==> src/rtl/ptc_pkg.sv <==
// Constants, register map and mode codes of the trigger compare block.
// Assumes a 32-bit Avalon-MM slave with byte addresses and one word a register.
package ptc_pkg;

   localparam int unsigned ADDR_W = 5;
   localparam int unsigned DATA_W = 32;
   localparam int unsigned CMP_W = 16;

   // Byte offsets
   localparam logic [ADDR_W-1:0] OFS_CMP_TWO = 5'h00;
   localparam logic [ADDR_W-1:0] OFS_CMP_THREE = 5'h04;
   localparam logic [ADDR_W-1:0] OFS_TRG_CTRL = 5'h08;
   localparam logic [ADDR_W-1:0] OFS_STAGE_VIEW = 5'h0c;
   localparam logic [ADDR_W-1:0] OFS_STATE_VIEW = 5'h10;

   // Trigger control field positions
   localparam int unsigned POS_MODE2 = 8;
   localparam int unsigned POS_ASYNC2 = 11;
   localparam int unsigned POS_MODE3 = 12;
   localparam int unsigned POS_ASYNC3 = 15;

   // State view field positions
   localparam int unsigned POS_FIRST = 0;
   localparam int unsigned POS_EN_SEEN = 1;
   localparam int unsigned POS_TRIG = 2;

   // Reset values
   localparam logic [CMP_W-1:0] RST_CMP = 16'h0000;
   localparam logic RST_ASYNC = 1'b0;
   localparam logic [DATA_W-1:0] RD_ZERO = 32'h00000000;

   // Counter value marking the carrier bottom
   localparam logic [CMP_W-1:0] CNT_BOTTOM = 16'h0001;
   // Compare value whose first carrier cycle is skipped
   localparam logic [CMP_W-1:0] CMP_FIRST_SKIP = 16'h0001;

   typedef enum logic [2:0] {
      MD_OFF = 3'b000,
      MD_DOWN = 3'b001,
      MD_UP = 3'b010,
      MD_UPDOWN = 3'b011,
      MD_PEAK = 3'b100,
      MD_BOTTOM = 3'b101,
      MD_PEAKBOT = 3'b110,
      MD_OFF2 = 3'b111
   } ptc_mode_t;

   localparam ptc_mode_t RST_MODE = MD_OFF;

endpackage : ptc_pkg

==> src/rtl/ptc_stage.sv <==
// Second-stage compare buffer of one trigger channel.
// Assumes write strobe and data on the same clock as the top; counter from the PWM unit.
`timescale 1ns/1ps
module ptc_stage #(
   parameter int unsigned W = ptc_pkg::CMP_W
) (
   input wire logic clk_sys,
   input wire logic srst,
   input wire ptc_pkg::ptc_mode_t mode,
   input wire logic buffer_async_update,
   input wire logic wr_stb,
   input wire logic [W-1:0] wr_data,
   input wire logic [W-1:0] first_stage,
   input wire logic [W-1:0] pwm_count,
   input wire logic [W-1:0] pwm_period,
   output logic [W-1:0] compare_second_stage
);
   import ptc_pkg::*;

   typedef struct packed {
      logic [W-1:0] stage;
   } ptc_stage_st_t;

   ptc_stage_st_t st_reg;
   ptc_stage_st_t st_next;
   logic at_peak;
   logic at_bottom;

   initial begin
      if (W < 2 || W > 16) begin
         $error("ptc_stage width out of range");
      end
   end

   assign at_peak = (pwm_count == pwm_period);
   assign at_bottom = (pwm_count == W'(CNT_BOTTOM));

   always_comb begin
      st_next = st_reg;
      if (wr_stb && buffer_async_update) begin
         st_next.stage = wr_data;
      end else begin
         unique case (mode)
            MD_DOWN: begin
               if (at_peak) begin
                  st_next.stage = first_stage;
               end
            end
            MD_UP: begin
               if (at_bottom) begin
                  st_next.stage = first_stage;
               end
            end
            MD_UPDOWN: begin
               if (at_peak || at_bottom) begin
                  st_next.stage = first_stage;
               end
            end
            MD_OFF: begin
               st_next.stage = wr_stb ? wr_data : first_stage;
            end
            MD_PEAKBOT: begin
               st_next.stage = wr_stb ? wr_data : first_stage;
            end
            MD_PEAK, MD_BOTTOM, MD_OFF2: begin
               st_next.stage = wr_stb ? wr_data : first_stage;
            end
         endcase
      end
   end

   always_ff @(posedge clk_sys) begin
      if (srst) begin
         st_reg <= '{stage: W'(RST_CMP)};
      end else begin
         st_reg <= st_next;
      end
   end

   assign compare_second_stage = st_reg.stage;

endmodule : ptc_stage

==> src/rtl/ptc_top.sv <==
// Trigger compare channels two and three: register slave, buffers and ADC start triggers.
// Assumes the PWM counter, period, direction and enables come from logic on clk_sys.
`timescale 1ns/1ps
module ptc_top #(
   parameter int unsigned CMP_WIDTH = ptc_pkg::CMP_W
) (
   input wire logic clk_sys,
   input wire logic srst,
   input wire logic [ptc_pkg::ADDR_W-1:0] avs_address,
   input wire logic avs_read,
   input wire logic avs_write,
   input wire logic [ptc_pkg::DATA_W-1:0] avs_writedata,
   input wire logic [3:0] avs_byteenable,
   output logic [ptc_pkg::DATA_W-1:0] avs_readdata,
   output logic avs_waitrequest,
   input wire logic [CMP_WIDTH-1:0] pwm_count,
   input wire logic [CMP_WIDTH-1:0] pwm_period,
   input wire logic pwm_count_up,
   input wire logic pwm_edge_aligned,
   input wire logic pwm_output_enable,
   output logic [1:0] adc_start_trigger
);
   import ptc_pkg::*;

   localparam int unsigned NCH = 2;

   typedef struct packed {
      logic ack;
      logic [DATA_W-1:0] rdata;
      logic [CMP_WIDTH-1:0] cmp_two;
      logic [CMP_WIDTH-1:0] cmp_three;
      ptc_mode_t mode_two;
      logic async_two;
      ptc_mode_t mode_three;
      logic async_three;
      logic en_seen;
      logic first_cycle;
      logic [NCH-1:0] cond_prev;
      logic [NCH-1:0] trig;
   } ptc_top_st_t;

   ptc_top_st_t st_reg;
   ptc_top_st_t st_next;

   logic req;
   logic take;
   logic [2:0] word_sel;
   logic [CMP_WIDTH-1:0] wr_cmp_two;
   logic [CMP_WIDTH-1:0] wr_cmp_three;
   logic wr_two;
   logic wr_three;
   logic [CMP_WIDTH-1:0] stage_two;
   logic [CMP_WIDTH-1:0] stage_three;
   logic [NCH-1:0] cond_now;
   logic at_peak;
   logic at_bottom;
   logic hit_two;
   logic hit_three;
   logic skip_two;
   logic skip_three;
   logic wr_ctrl;

   // Refuse package settings that the bus decode and field packing cannot serve
   initial begin
      if (CMP_WIDTH != CMP_W || CMP_WIDTH != 16) begin
         $error("ptc_top supports a 16-bit compare width only");
      end
      if (DATA_W != 32) begin
         $error("ptc_top needs a 32-bit data bus with four byte lanes");
      end
      if (ADDR_W != 5) begin
         $error("ptc_top decodes a five-bit byte address");
      end
      if (OFS_CMP_TWO[1:0] != 2'b00 || OFS_CMP_THREE[1:0] != 2'b00 || OFS_TRG_CTRL[1:0] != 2'b00) begin
         $error("register offsets must be word aligned");
      end
      if (OFS_STAGE_VIEW[1:0] != 2'b00 || OFS_STATE_VIEW[1:0] != 2'b00) begin
         $error("view offsets must be word aligned");
      end
      if (OFS_CMP_TWO == OFS_CMP_THREE || OFS_CMP_TWO == OFS_TRG_CTRL || OFS_CMP_THREE == OFS_TRG_CTRL) begin
         $error("writable register offsets overlap");
      end
      if (OFS_STAGE_VIEW == OFS_STATE_VIEW || OFS_STAGE_VIEW == OFS_TRG_CTRL) begin
         $error("stage view offset overlaps another register");
      end
      if (OFS_STAGE_VIEW == OFS_CMP_TWO || OFS_STAGE_VIEW == OFS_CMP_THREE) begin
         $error("stage view offset overlaps a compare register");
      end
      if (OFS_STATE_VIEW == OFS_CMP_TWO || OFS_STATE_VIEW == OFS_CMP_THREE || OFS_STATE_VIEW == OFS_TRG_CTRL) begin
         $error("state view offset overlaps another register");
      end
      if (POS_MODE2 < 8 || POS_ASYNC3 > 15) begin
         $error("control fields must sit in byte lane one");
      end
      if (POS_MODE2 + 3 > POS_ASYNC2 || POS_ASYNC2 >= POS_MODE3 || POS_MODE3 + 3 > POS_ASYNC3) begin
         $error("control fields overlap");
      end
      if (POS_FIRST == POS_EN_SEEN || POS_TRIG <= POS_EN_SEEN || POS_TRIG <= POS_FIRST) begin
         $error("state view fields overlap");
      end
      if (POS_TRIG + NCH > DATA_W) begin
         $error("state view fields exceed the data bus");
      end
      if (CNT_BOTTOM == 16'h0000 || CMP_FIRST_SKIP == 16'h0000) begin
         $error("carrier bottom and skipped compare value must be nonzero");
      end
   end

   // Merge write data into a compare value under byte enables
   function automatic logic [CMP_WIDTH-1:0] merge_cmp(
      input logic [CMP_WIDTH-1:0] old_v,
      input logic [DATA_W-1:0] wdata,
      input logic [3:0] be
   );
      logic [CMP_WIDTH-1:0] v;
      v = old_v;
      if (be[0]) begin
         v[7:0] = wdata[7:0];
      end
      if (be[1]) begin
         v[15:8] = wdata[15:8];
      end
      return v;
   endfunction : merge_cmp

   // Match or carrier event selected by the mode of one channel
   function automatic logic fire_cond(
      input ptc_mode_t md,
      input logic hit,
      input logic up,
      input logic peak,
      input logic bottom,
      input logic edge_al
   );
      logic up_hit;
      logic dn_hit;
      logic r;
      up_hit = hit && (up || edge_al);
      dn_hit = hit && !up && !edge_al;
      r = 1'b0;
      unique case (md)
         MD_OFF, MD_OFF2: begin
            r = 1'b0;
         end
         MD_DOWN: begin
            r = edge_al ? up_hit : dn_hit;
         end
         MD_UP: begin
            r = up_hit;
         end
         MD_UPDOWN: begin
            r = up_hit || dn_hit;
         end
         MD_PEAK: begin
            r = peak;
         end
         MD_BOTTOM: begin
            r = edge_al ? peak : bottom;
         end
         MD_PEAKBOT: begin
            r = edge_al ? peak : (peak || bottom);
         end
      endcase
      return r;
   endfunction : fire_cond

   // Bus request decode
   assign req = avs_read || avs_write;
   assign take = req && st_reg.ack;
   assign word_sel = avs_address[ADDR_W-1:2];
   assign avs_waitrequest = req && !st_reg.ack;
   assign avs_readdata = st_reg.rdata;

   assign wr_two = take && avs_write && (avs_address == OFS_CMP_TWO);
   assign wr_three = take && avs_write && (avs_address == OFS_CMP_THREE);
   assign wr_ctrl = take && avs_write && (avs_address == OFS_TRG_CTRL);
   assign wr_cmp_two = merge_cmp(st_reg.cmp_two, avs_writedata, avs_byteenable);
   assign wr_cmp_three = merge_cmp(st_reg.cmp_three, avs_writedata, avs_byteenable);

   // Carrier events
   assign at_peak = (pwm_count == pwm_period);
   assign at_bottom = (pwm_count == CNT_BOTTOM);

   // Counter against the active second stage of each channel
   assign hit_two = (pwm_count == stage_two);
   assign hit_three = (pwm_count == stage_three);

   // Compare value one held off until the first peak after enable
   assign skip_two = st_reg.first_cycle && (stage_two == CMP_FIRST_SKIP);
   assign skip_three = st_reg.first_cycle && (stage_three == CMP_FIRST_SKIP);

   ptc_stage #(
      .W(CMP_WIDTH)
   ) u_stage_two (
      .clk_sys(clk_sys),
      .srst(srst),
      .mode(st_reg.mode_two),
      .buffer_async_update(st_reg.async_two),
      .wr_stb(wr_two),
      .wr_data(wr_cmp_two),
      .first_stage(st_reg.cmp_two),
      .pwm_count(pwm_count),
      .pwm_period(pwm_period),
      .compare_second_stage(stage_two)
   );

   ptc_stage #(
      .W(CMP_WIDTH)
   ) u_stage_three (
      .clk_sys(clk_sys),
      .srst(srst),
      .mode(st_reg.mode_three),
      .buffer_async_update(st_reg.async_three),
      .wr_stb(wr_three),
      .wr_data(wr_cmp_three),
      .first_stage(st_reg.cmp_three),
      .pwm_count(pwm_count),
      .pwm_period(pwm_period),
      .compare_second_stage(stage_three)
   );

   // Raw trigger conditions per channel
   always_comb begin
      cond_now[0] = fire_cond(st_reg.mode_two, hit_two, pwm_count_up,
         at_peak, at_bottom, pwm_edge_aligned);
      cond_now[1] = fire_cond(st_reg.mode_three, hit_three, pwm_count_up,
         at_peak, at_bottom, pwm_edge_aligned);
      if (skip_two) begin
         cond_now[0] = 1'b0;
      end
      if (skip_three) begin
         cond_now[1] = 1'b0;
      end
      if (!pwm_output_enable) begin
         cond_now = '0;
      end
   end

   always_comb begin
      st_next = st_reg;

      // One wait cycle, then the answer
      st_next.ack = req && !st_reg.ack;

      if (req && !st_reg.ack && avs_read) begin
         unique case (word_sel)
            OFS_CMP_TWO[ADDR_W-1:2]: begin
               st_next.rdata = {16'h0000, st_reg.cmp_two};
            end
            OFS_CMP_THREE[ADDR_W-1:2]: begin
               st_next.rdata = {16'h0000, st_reg.cmp_three};
            end
            OFS_TRG_CTRL[ADDR_W-1:2]: begin
               st_next.rdata = RD_ZERO;
               st_next.rdata[POS_MODE2 +: 3] = st_reg.mode_two;
               st_next.rdata[POS_ASYNC2] = st_reg.async_two;
               st_next.rdata[POS_MODE3 +: 3] = st_reg.mode_three;
               st_next.rdata[POS_ASYNC3] = st_reg.async_three;
            end
            OFS_STAGE_VIEW[ADDR_W-1:2]: begin
               st_next.rdata = {stage_three, stage_two};
            end
            OFS_STATE_VIEW[ADDR_W-1:2]: begin
               st_next.rdata = RD_ZERO;
               st_next.rdata[POS_FIRST] = st_reg.first_cycle;
               st_next.rdata[POS_EN_SEEN] = st_reg.en_seen;
               st_next.rdata[POS_TRIG +: 2] = st_reg.cond_prev;
            end
            default: begin
               st_next.rdata = RD_ZERO;
            end
         endcase
      end

      if (wr_two) begin
         st_next.cmp_two = wr_cmp_two;
      end
      if (wr_three) begin
         st_next.cmp_three = wr_cmp_three;
      end
      if (wr_ctrl) begin
         if (avs_byteenable[1]) begin
            st_next.mode_two = ptc_mode_t'(avs_writedata[POS_MODE2 +: 3]);
            st_next.async_two = avs_writedata[POS_ASYNC2];
            st_next.mode_three = ptc_mode_t'(avs_writedata[POS_MODE3 +: 3]);
            st_next.async_three = avs_writedata[POS_ASYNC3];
         end
      end

      // First carrier cycle after enable ends at the first peak
      st_next.en_seen = pwm_output_enable;
      if (pwm_output_enable && !st_reg.en_seen) begin
         st_next.first_cycle = 1'b1;
      end else if (!pwm_output_enable || at_peak) begin
         st_next.first_cycle = 1'b0;
      end

      // One pulse per match, even when the counter dwells
      st_next.cond_prev = cond_now;
      st_next.trig = cond_now & ~st_reg.cond_prev;
   end

   always_ff @(posedge clk_sys) begin
      if (srst) begin
         st_reg <= '{ack: 1'b0, rdata: RD_ZERO, cmp_two: RST_CMP, cmp_three: RST_CMP,
            mode_two: RST_MODE, async_two: RST_ASYNC, mode_three: RST_MODE,
            async_three: RST_ASYNC, en_seen: 1'b0, first_cycle: 1'b0,
            cond_prev: 2'b00, trig: 2'b00};
      end else begin
         st_reg <= st_next;
      end
   end

   assign adc_start_trigger = st_reg.trig;

endmodule : ptc_top

==> config.mk <==
export PLATFORM = sky130hd
export DESIGN_NAME = ptc_top
export DESIGN_NICKNAME = d
export VERILOG_FILES = /design/src/rtl/ptc_pkg.sv /design/src/rtl/ptc_stage.sv /design/src/rtl/ptc_top.sv
export SDC_FILE = /design/constraint.sdc
export NUM_CORES = 1
export LEC_CHECK = 0
export ABC_AREA = 1
export BUFFER_PORTS_ARGS = -buffer_cell sky130_fd_sc_hd__buf_2
export CAP_MARGIN = 20
export CORE_ASPECT_RATIO = 1.25
export CORE_MARGIN = 2
export CORE_UTILIZATION = 35
export DETAILED_ROUTE_END_ITERATION = 8
export SETUP_SLACK_MARGIN = 0.15
export SYNTH_ARGS = -nofsm -noshare
export SYNTH_HDL_FRONTEND = slang
export SYNTH_SLANG_ARGS = --single-unit
export TNS_END_PERCENT = 30
==> constraint.sdc <==
create_clock -name clk_sys -period 5 [get_ports clk_sys]
set_input_delay 0.75 -clock clk_sys [delete_from_list [all_inputs] [get_ports clk_sys]]
set_output_delay 0.75 -clock clk_sys [all_outputs]
set_load 0.02 [all_outputs]
After elaboration in Yosys (flattened, before gate mapping)
Index checks and enable logic that the tools add are counted.
Cells by class
  equal/unequal tests: 32
  mux-type cells: 28
  bitwise operators: 2
  reduce and logical (&&, ||, !) cells: 41
Operators with widths (count)
  $mux 16: 10
  $pmux 32 s5: 1
  $pmux 16 s4: 2
  $eq 16x1->1 const B: 3
  $eq 16x16->1: 3
  $mux 8: 4
  $eq 3x3->1 const B: 9
  $eq 3x2->1 const B: 6
  $logic_and 1x1->1: 18
  $ne 3x2->1 const B: 6
  $pmux 1 s7: 2
  $reduce_or 5->1: 2
  $eq 3x1->1 const B: 3
  $logic_not 3->1: 3
  $mux 1: 8
  $logic_or 1x1->1: 6
  $reduce_and 3->1: 2
  $eq 5x3->1 const B: 1
  $eq 5x4->1 const B: 1
  $logic_not 1->1: 5
  $logic_not 5->1: 1
  $reduce_or 2->1: 2
  $and 2x2->2: 1
  $mux 2: 1
  other kinds (3): 3
Word-level totals
  register bits after elaboration: 111
  input bits: 80
  output and inout bits: 35
  logic and storage cells: 117

Depth between registers and ports, before layout
  word-level depth: 8
  depth in mapped cells: 14
  mapped depth without buffers: 12

By module
Synthesis repeated with hierarchy kept, for this count alone.
Second synthesis, totals
  cell total of the unflattened synthesis: 1290
  area total of the unflattened synthesis: 7569.8 sq um
By module, submodules not included
  ptc_top: instances 1, cells each 786, area each 4812.1 sq um, sequential area each 1581.5 sq um
  ptc_stage: instances 2, cells each 252, area each 1378.8 sq um, sequential area each 320.3 sq um

Worst setup path after synthesis
No wires, ideal clock.
  kind: input port to flip-flop
  from: in avs_address[3] (netlist bit)
  to: reg u_stage_two.st_reg (netlist bit u_stage_two.compare_second_stage[10])
  library setup time: 0.112 ns
  data arrival time: 1.887 ns
  data required time: 4.888 ns
  setup slack: 3.001 ns
  cell stages on the path: 12
  buffers on the path: 2
  cell sequence: nor2_4 nand2_2 buf_6 inv_2 nand2_2 buf_6 nand2_1 nand3_1 a21oi_1 nand4_1 nand2_1 nor2_2
Between the ends
  word-level cells in the longest chain between the ends: 5
  elaborated cells between the ends (all ways): 10
  classes of those cells: eq/ne (3); mux (3); reduce/logical (4)
Ends and longest elaborated chain
  start, declared: line ptc_top.sv:9  | input wire logic [ptc_pkg::ADDR_W-1:0] avs_address,
  $logic_not 5->1 *: line ptc_top.sv:174  | assign wr_two = take && avs_write && (avs_address == OFS_CMP_TWO);
  $logic_and 1x1->1 *: line ptc_top.sv:174
  $mux 16 or $logic_and 1x1->1 (tied branches)
  $pmux 16 s4 or $ne 3x2->1 (tied branches)
  $mux 16 or $reduce_and 3->1 (tied branches)
  end signal, assigned: line ptc_stage.sv:74  | st_reg <= '{stage: W'(RST_CMP)};
  end signal, assigned: line ptc_stage.sv:76  | st_reg <= st_next;
  end, declared: line ptc_stage.sv:24  | ptc_stage_st_t st_reg;
Mark *: on every way between the ends. The rest lies on a longest branch, timed or not.
A chain may end at the register's enable or synchronous reset.

Worst setup path in the final report
  from: in avs_address[2] (netlist bit)
  to: reg u_stage_two.st_reg (netlist bit u_stage_two.compare_second_stage[2])
The elaborated chain is that of the path after synthesis.

==> out/qor.csv <==
stage,metric,value,unit
timing,holdWs,0.4193,ns
placement,port_buffers,96,
power,p_int,1.403,mW
synthesis,avgSynthCellArea,6.246,sq um
cells_and_area,final_common_cell,nand2_1,
grt,use_met2,0.3606,
timing,min_period,2.877,ns
clocking,cts_setup_buffers,0,
synthesis,ys_seq_area_frac,0.3077,
timing,setup_viol_count_final,0,
timing,fin_crit_sh,0.5753,
clocking,cts_max_path_buffers,2,
power,clkPwrFrac,0.423,
worst_setup_path,worst-path-buf-inv,2,
detailed_routing,viasPerCell,4.963,
worst_setup_path,critPathSlowestCell,nor2_4,
worst_setup_path,max_stage_delay,0.48,ns
cells_and_area,antennaDiodeCount,0,
outcome,outcome,completed,
synthesis,synthArstFlopShare,0,
timing,rsz0062_at_grt,no,
timing,setup_ws,2.123,ns
worst_setup_path,cpLargestDelayFamily,simple AND/OR/NAND/NOR gates,
power,swShare,0.2642,
floorplan,rows,58,
timing,skew,0.009391,ns
cells_and_area,drive_gt1_frac,0.1525,
synthesis,syn-cell-area,7221,sq um
floorplan,core_area,20170,sq um
clocking,cts-root-buf,clkbuf_16,
synthesis,ys_ff_latch,111,
power,vdd_drop_max,0.0001532,V
grt,groute.layer.met1.usage,0.2648,
power,switchingPower,503.9,uW
power,power_frac_comb,0.103,
cells_and_area,largest_register_ffs,45,
grt,antenna_found_initial,0,
grt,top_usage_layer,met2,
hold_path,hold_path_class,register to register,
floorplan,start_util,0.3579,
worst_setup_path,crit_type,input pin to register,
grt,grt_pass1_wl,35600,um
cells_and_area,area_growth,9.063,%
cells_and_area,fillers,2261,
power,p_per_area,242.2,nW/um^2
clocking,cts_tree,yes,
timing,finalHoldViolCount,0,
cells_and_area,layout.cells.non_filler,1457,
grt,grt_pass1_vias,6556,
placement,place_area,7553,sq um
power,seq_power_share,0.474,
grt,gr-total-overflow,0,
placement,dpl.cell_count,1441,
worst_setup_path,worstPathArrival,3.14,ns
clocking,cts_made_buffers,9,
run,max-cap-violations,0,
detailed_routing,via_count,7231,
worst_setup_path,worstPathCellList,"buf_2, nor2_4, nand2_2, nor2_4, nand2_2, inv_2, nor2_1, a21boi_1, nand4_1, nand2_1, nor2_1",
floorplan,die-area,21800,sq um
synthesis,synth_cells,1156,
worst_setup_path,end_kind,register,
floorplan,die_h,164.6,um
detailed_routing,drtPass1Iterations,5,
floorplan,pin_count,115,
worst_setup_path,cp_max_fo,25,
detailed_routing,drc_errors,0,
timing,fmax,347.6,MHz
cells_and_area,nets,1262,
timing,worstMarginPinSlew,0.8630,ns
placement,pre_cts_ws,1.764,ns
placement,dp_hpwl,16310,um
synthesis,ys_types,34,
clocking,htree_levels,3,
timing,relSlewSlack,0.4211,
synthesis,synth-main-ff-cell,dfxtp_1,
grt,grt_max_degree,57,
timing,setup_tns,0,ns
detailed_routing,ant_nets,0,
detailed_routing,drtIter0Drc,516,
synthesis,synth_edf_count,0,
cells_and_area,layout_common_cells,"nand2_1, nor2_1, dfxtp_1",
grt,grtUsageTotal,0.2091,
detailed_routing,drt-total-wl,22720,um
detailed_routing,wl_per_cell,15.60,um
grt,met3_usage,0.03039,
clocking,postCtsHoldBufs,0,
worst_setup_path,crit_path_start_kind,input pin,
synthesis,yosysWarnings,0,
clocking,cts.clk_slew.worst_paths,0.08,ns
worst_setup_path,crit_required,5.26,ns
floorplan,die_w,132.5,um
timing,drv_slew,0,
power,p_leak,3.766,nW
power,fin_total_pwr,1.907,mW
clocking,clk_latency,0.36,ns
cells_and_area,fin_area,7875,sq um
placement,place_congestion,0.8687,
clocking,clock_sink_count,111,
synthesis,synth.net_count,1236,
clocking,cts_resized,0,
cells_and_area,final_util,0.3904,
[kinds of logic after synthesis]
kind of cell	Yosys count	share of synthesized area
DFF	111	0.3077
buffers and inverters	211	0.1383
and+or+nand+nor	608	0.3708
AOI/OAI and AO/OA	194	0.1443
xor gates and xnor gates	32	0.03881
[Yosys cell counts, types with 16 or more instances]
| cell | count | area (sq um) |
|---|---|---|
| inv_2 | 16 | 60.06 |
| xor2_1 | 24 | 210.2 |
| nand4_1 | 41 | 256.5 |
| buf_4 | 35 | 262.8 |
| nor2_1 | 140 | 525.5 |
| nand3_1 | 45 | 225.2 |
| nand2_1 | 319 | 1197 |
| buf_2 | 17 | 85.08 |
| inv_1 | 108 | 405.4 |
| o21ai_0 | 63 | 315.3 |
| nor2_2 | 23 | 143.9 |
| dfxtp_1 | 111 | 2222 |
| a21oi_1 | 104 | 520.5 |
| clkbuf_1 | 23 | 86.33 |
[power by group through the flow]
stage	logic [mW]	registers [mW]	clock network, mW
floorplan	0.132	0.923	0
global placement	0.195	0.926	0
detailed placement	0.196	0.926	0
CTS	0.197	0.905	0.820
global route	0.220	0.907	0.858
finish	0.196	0.905	0.806
[worst paths after layout]
path,depth (start not counted),slack [ns],startpoint,end
max,11,2.12,avs_address[2],u_stage_two.compare_second_stage[2]
max reg2reg,11,2.38,st_reg[78],u_stage_two.compare_second_stage[2]
min reg2reg,1,0.42,st_reg[3],adc_start_trigger[1]
min,1,0.42,st_reg[3],adc_start_trigger[1]
[per-layer routing]
metal  vias up  wire, um
met5         -         0
met1      3261      9884
met2       198     10980
met3        31      1255
li1       3741         -
met4         0       597
[final cells by class]
cell class,instances,area (sq um),share of cell area
multi-input cells,834,4006,0.5087
flip-flops and latches,111,2222,0.2822
repair buffers,101,518.0,0.06578
inverters,125,469.2,0.05958
well taps,270,337.8,0.04290
clock buffers,10,229.0,0.02908
clock inverters,6,92.59,0.01176
[worst reg2reg max path: stages, from the launching register on]
cell	delay [ns]
dfxtp_1	0.38
nand2_1	0.14
inv_1	0.08
nand2_1	0.12
nor2_4	0.42
nand2_2	0.34
inv_2	0.46
nor2_1	0.09
a21boi_1	0.21
nand4_1	0.14
nand2_1	0.10
nor2_1	0.04
No activity file was read; power rests on OpenSTA's default activity.
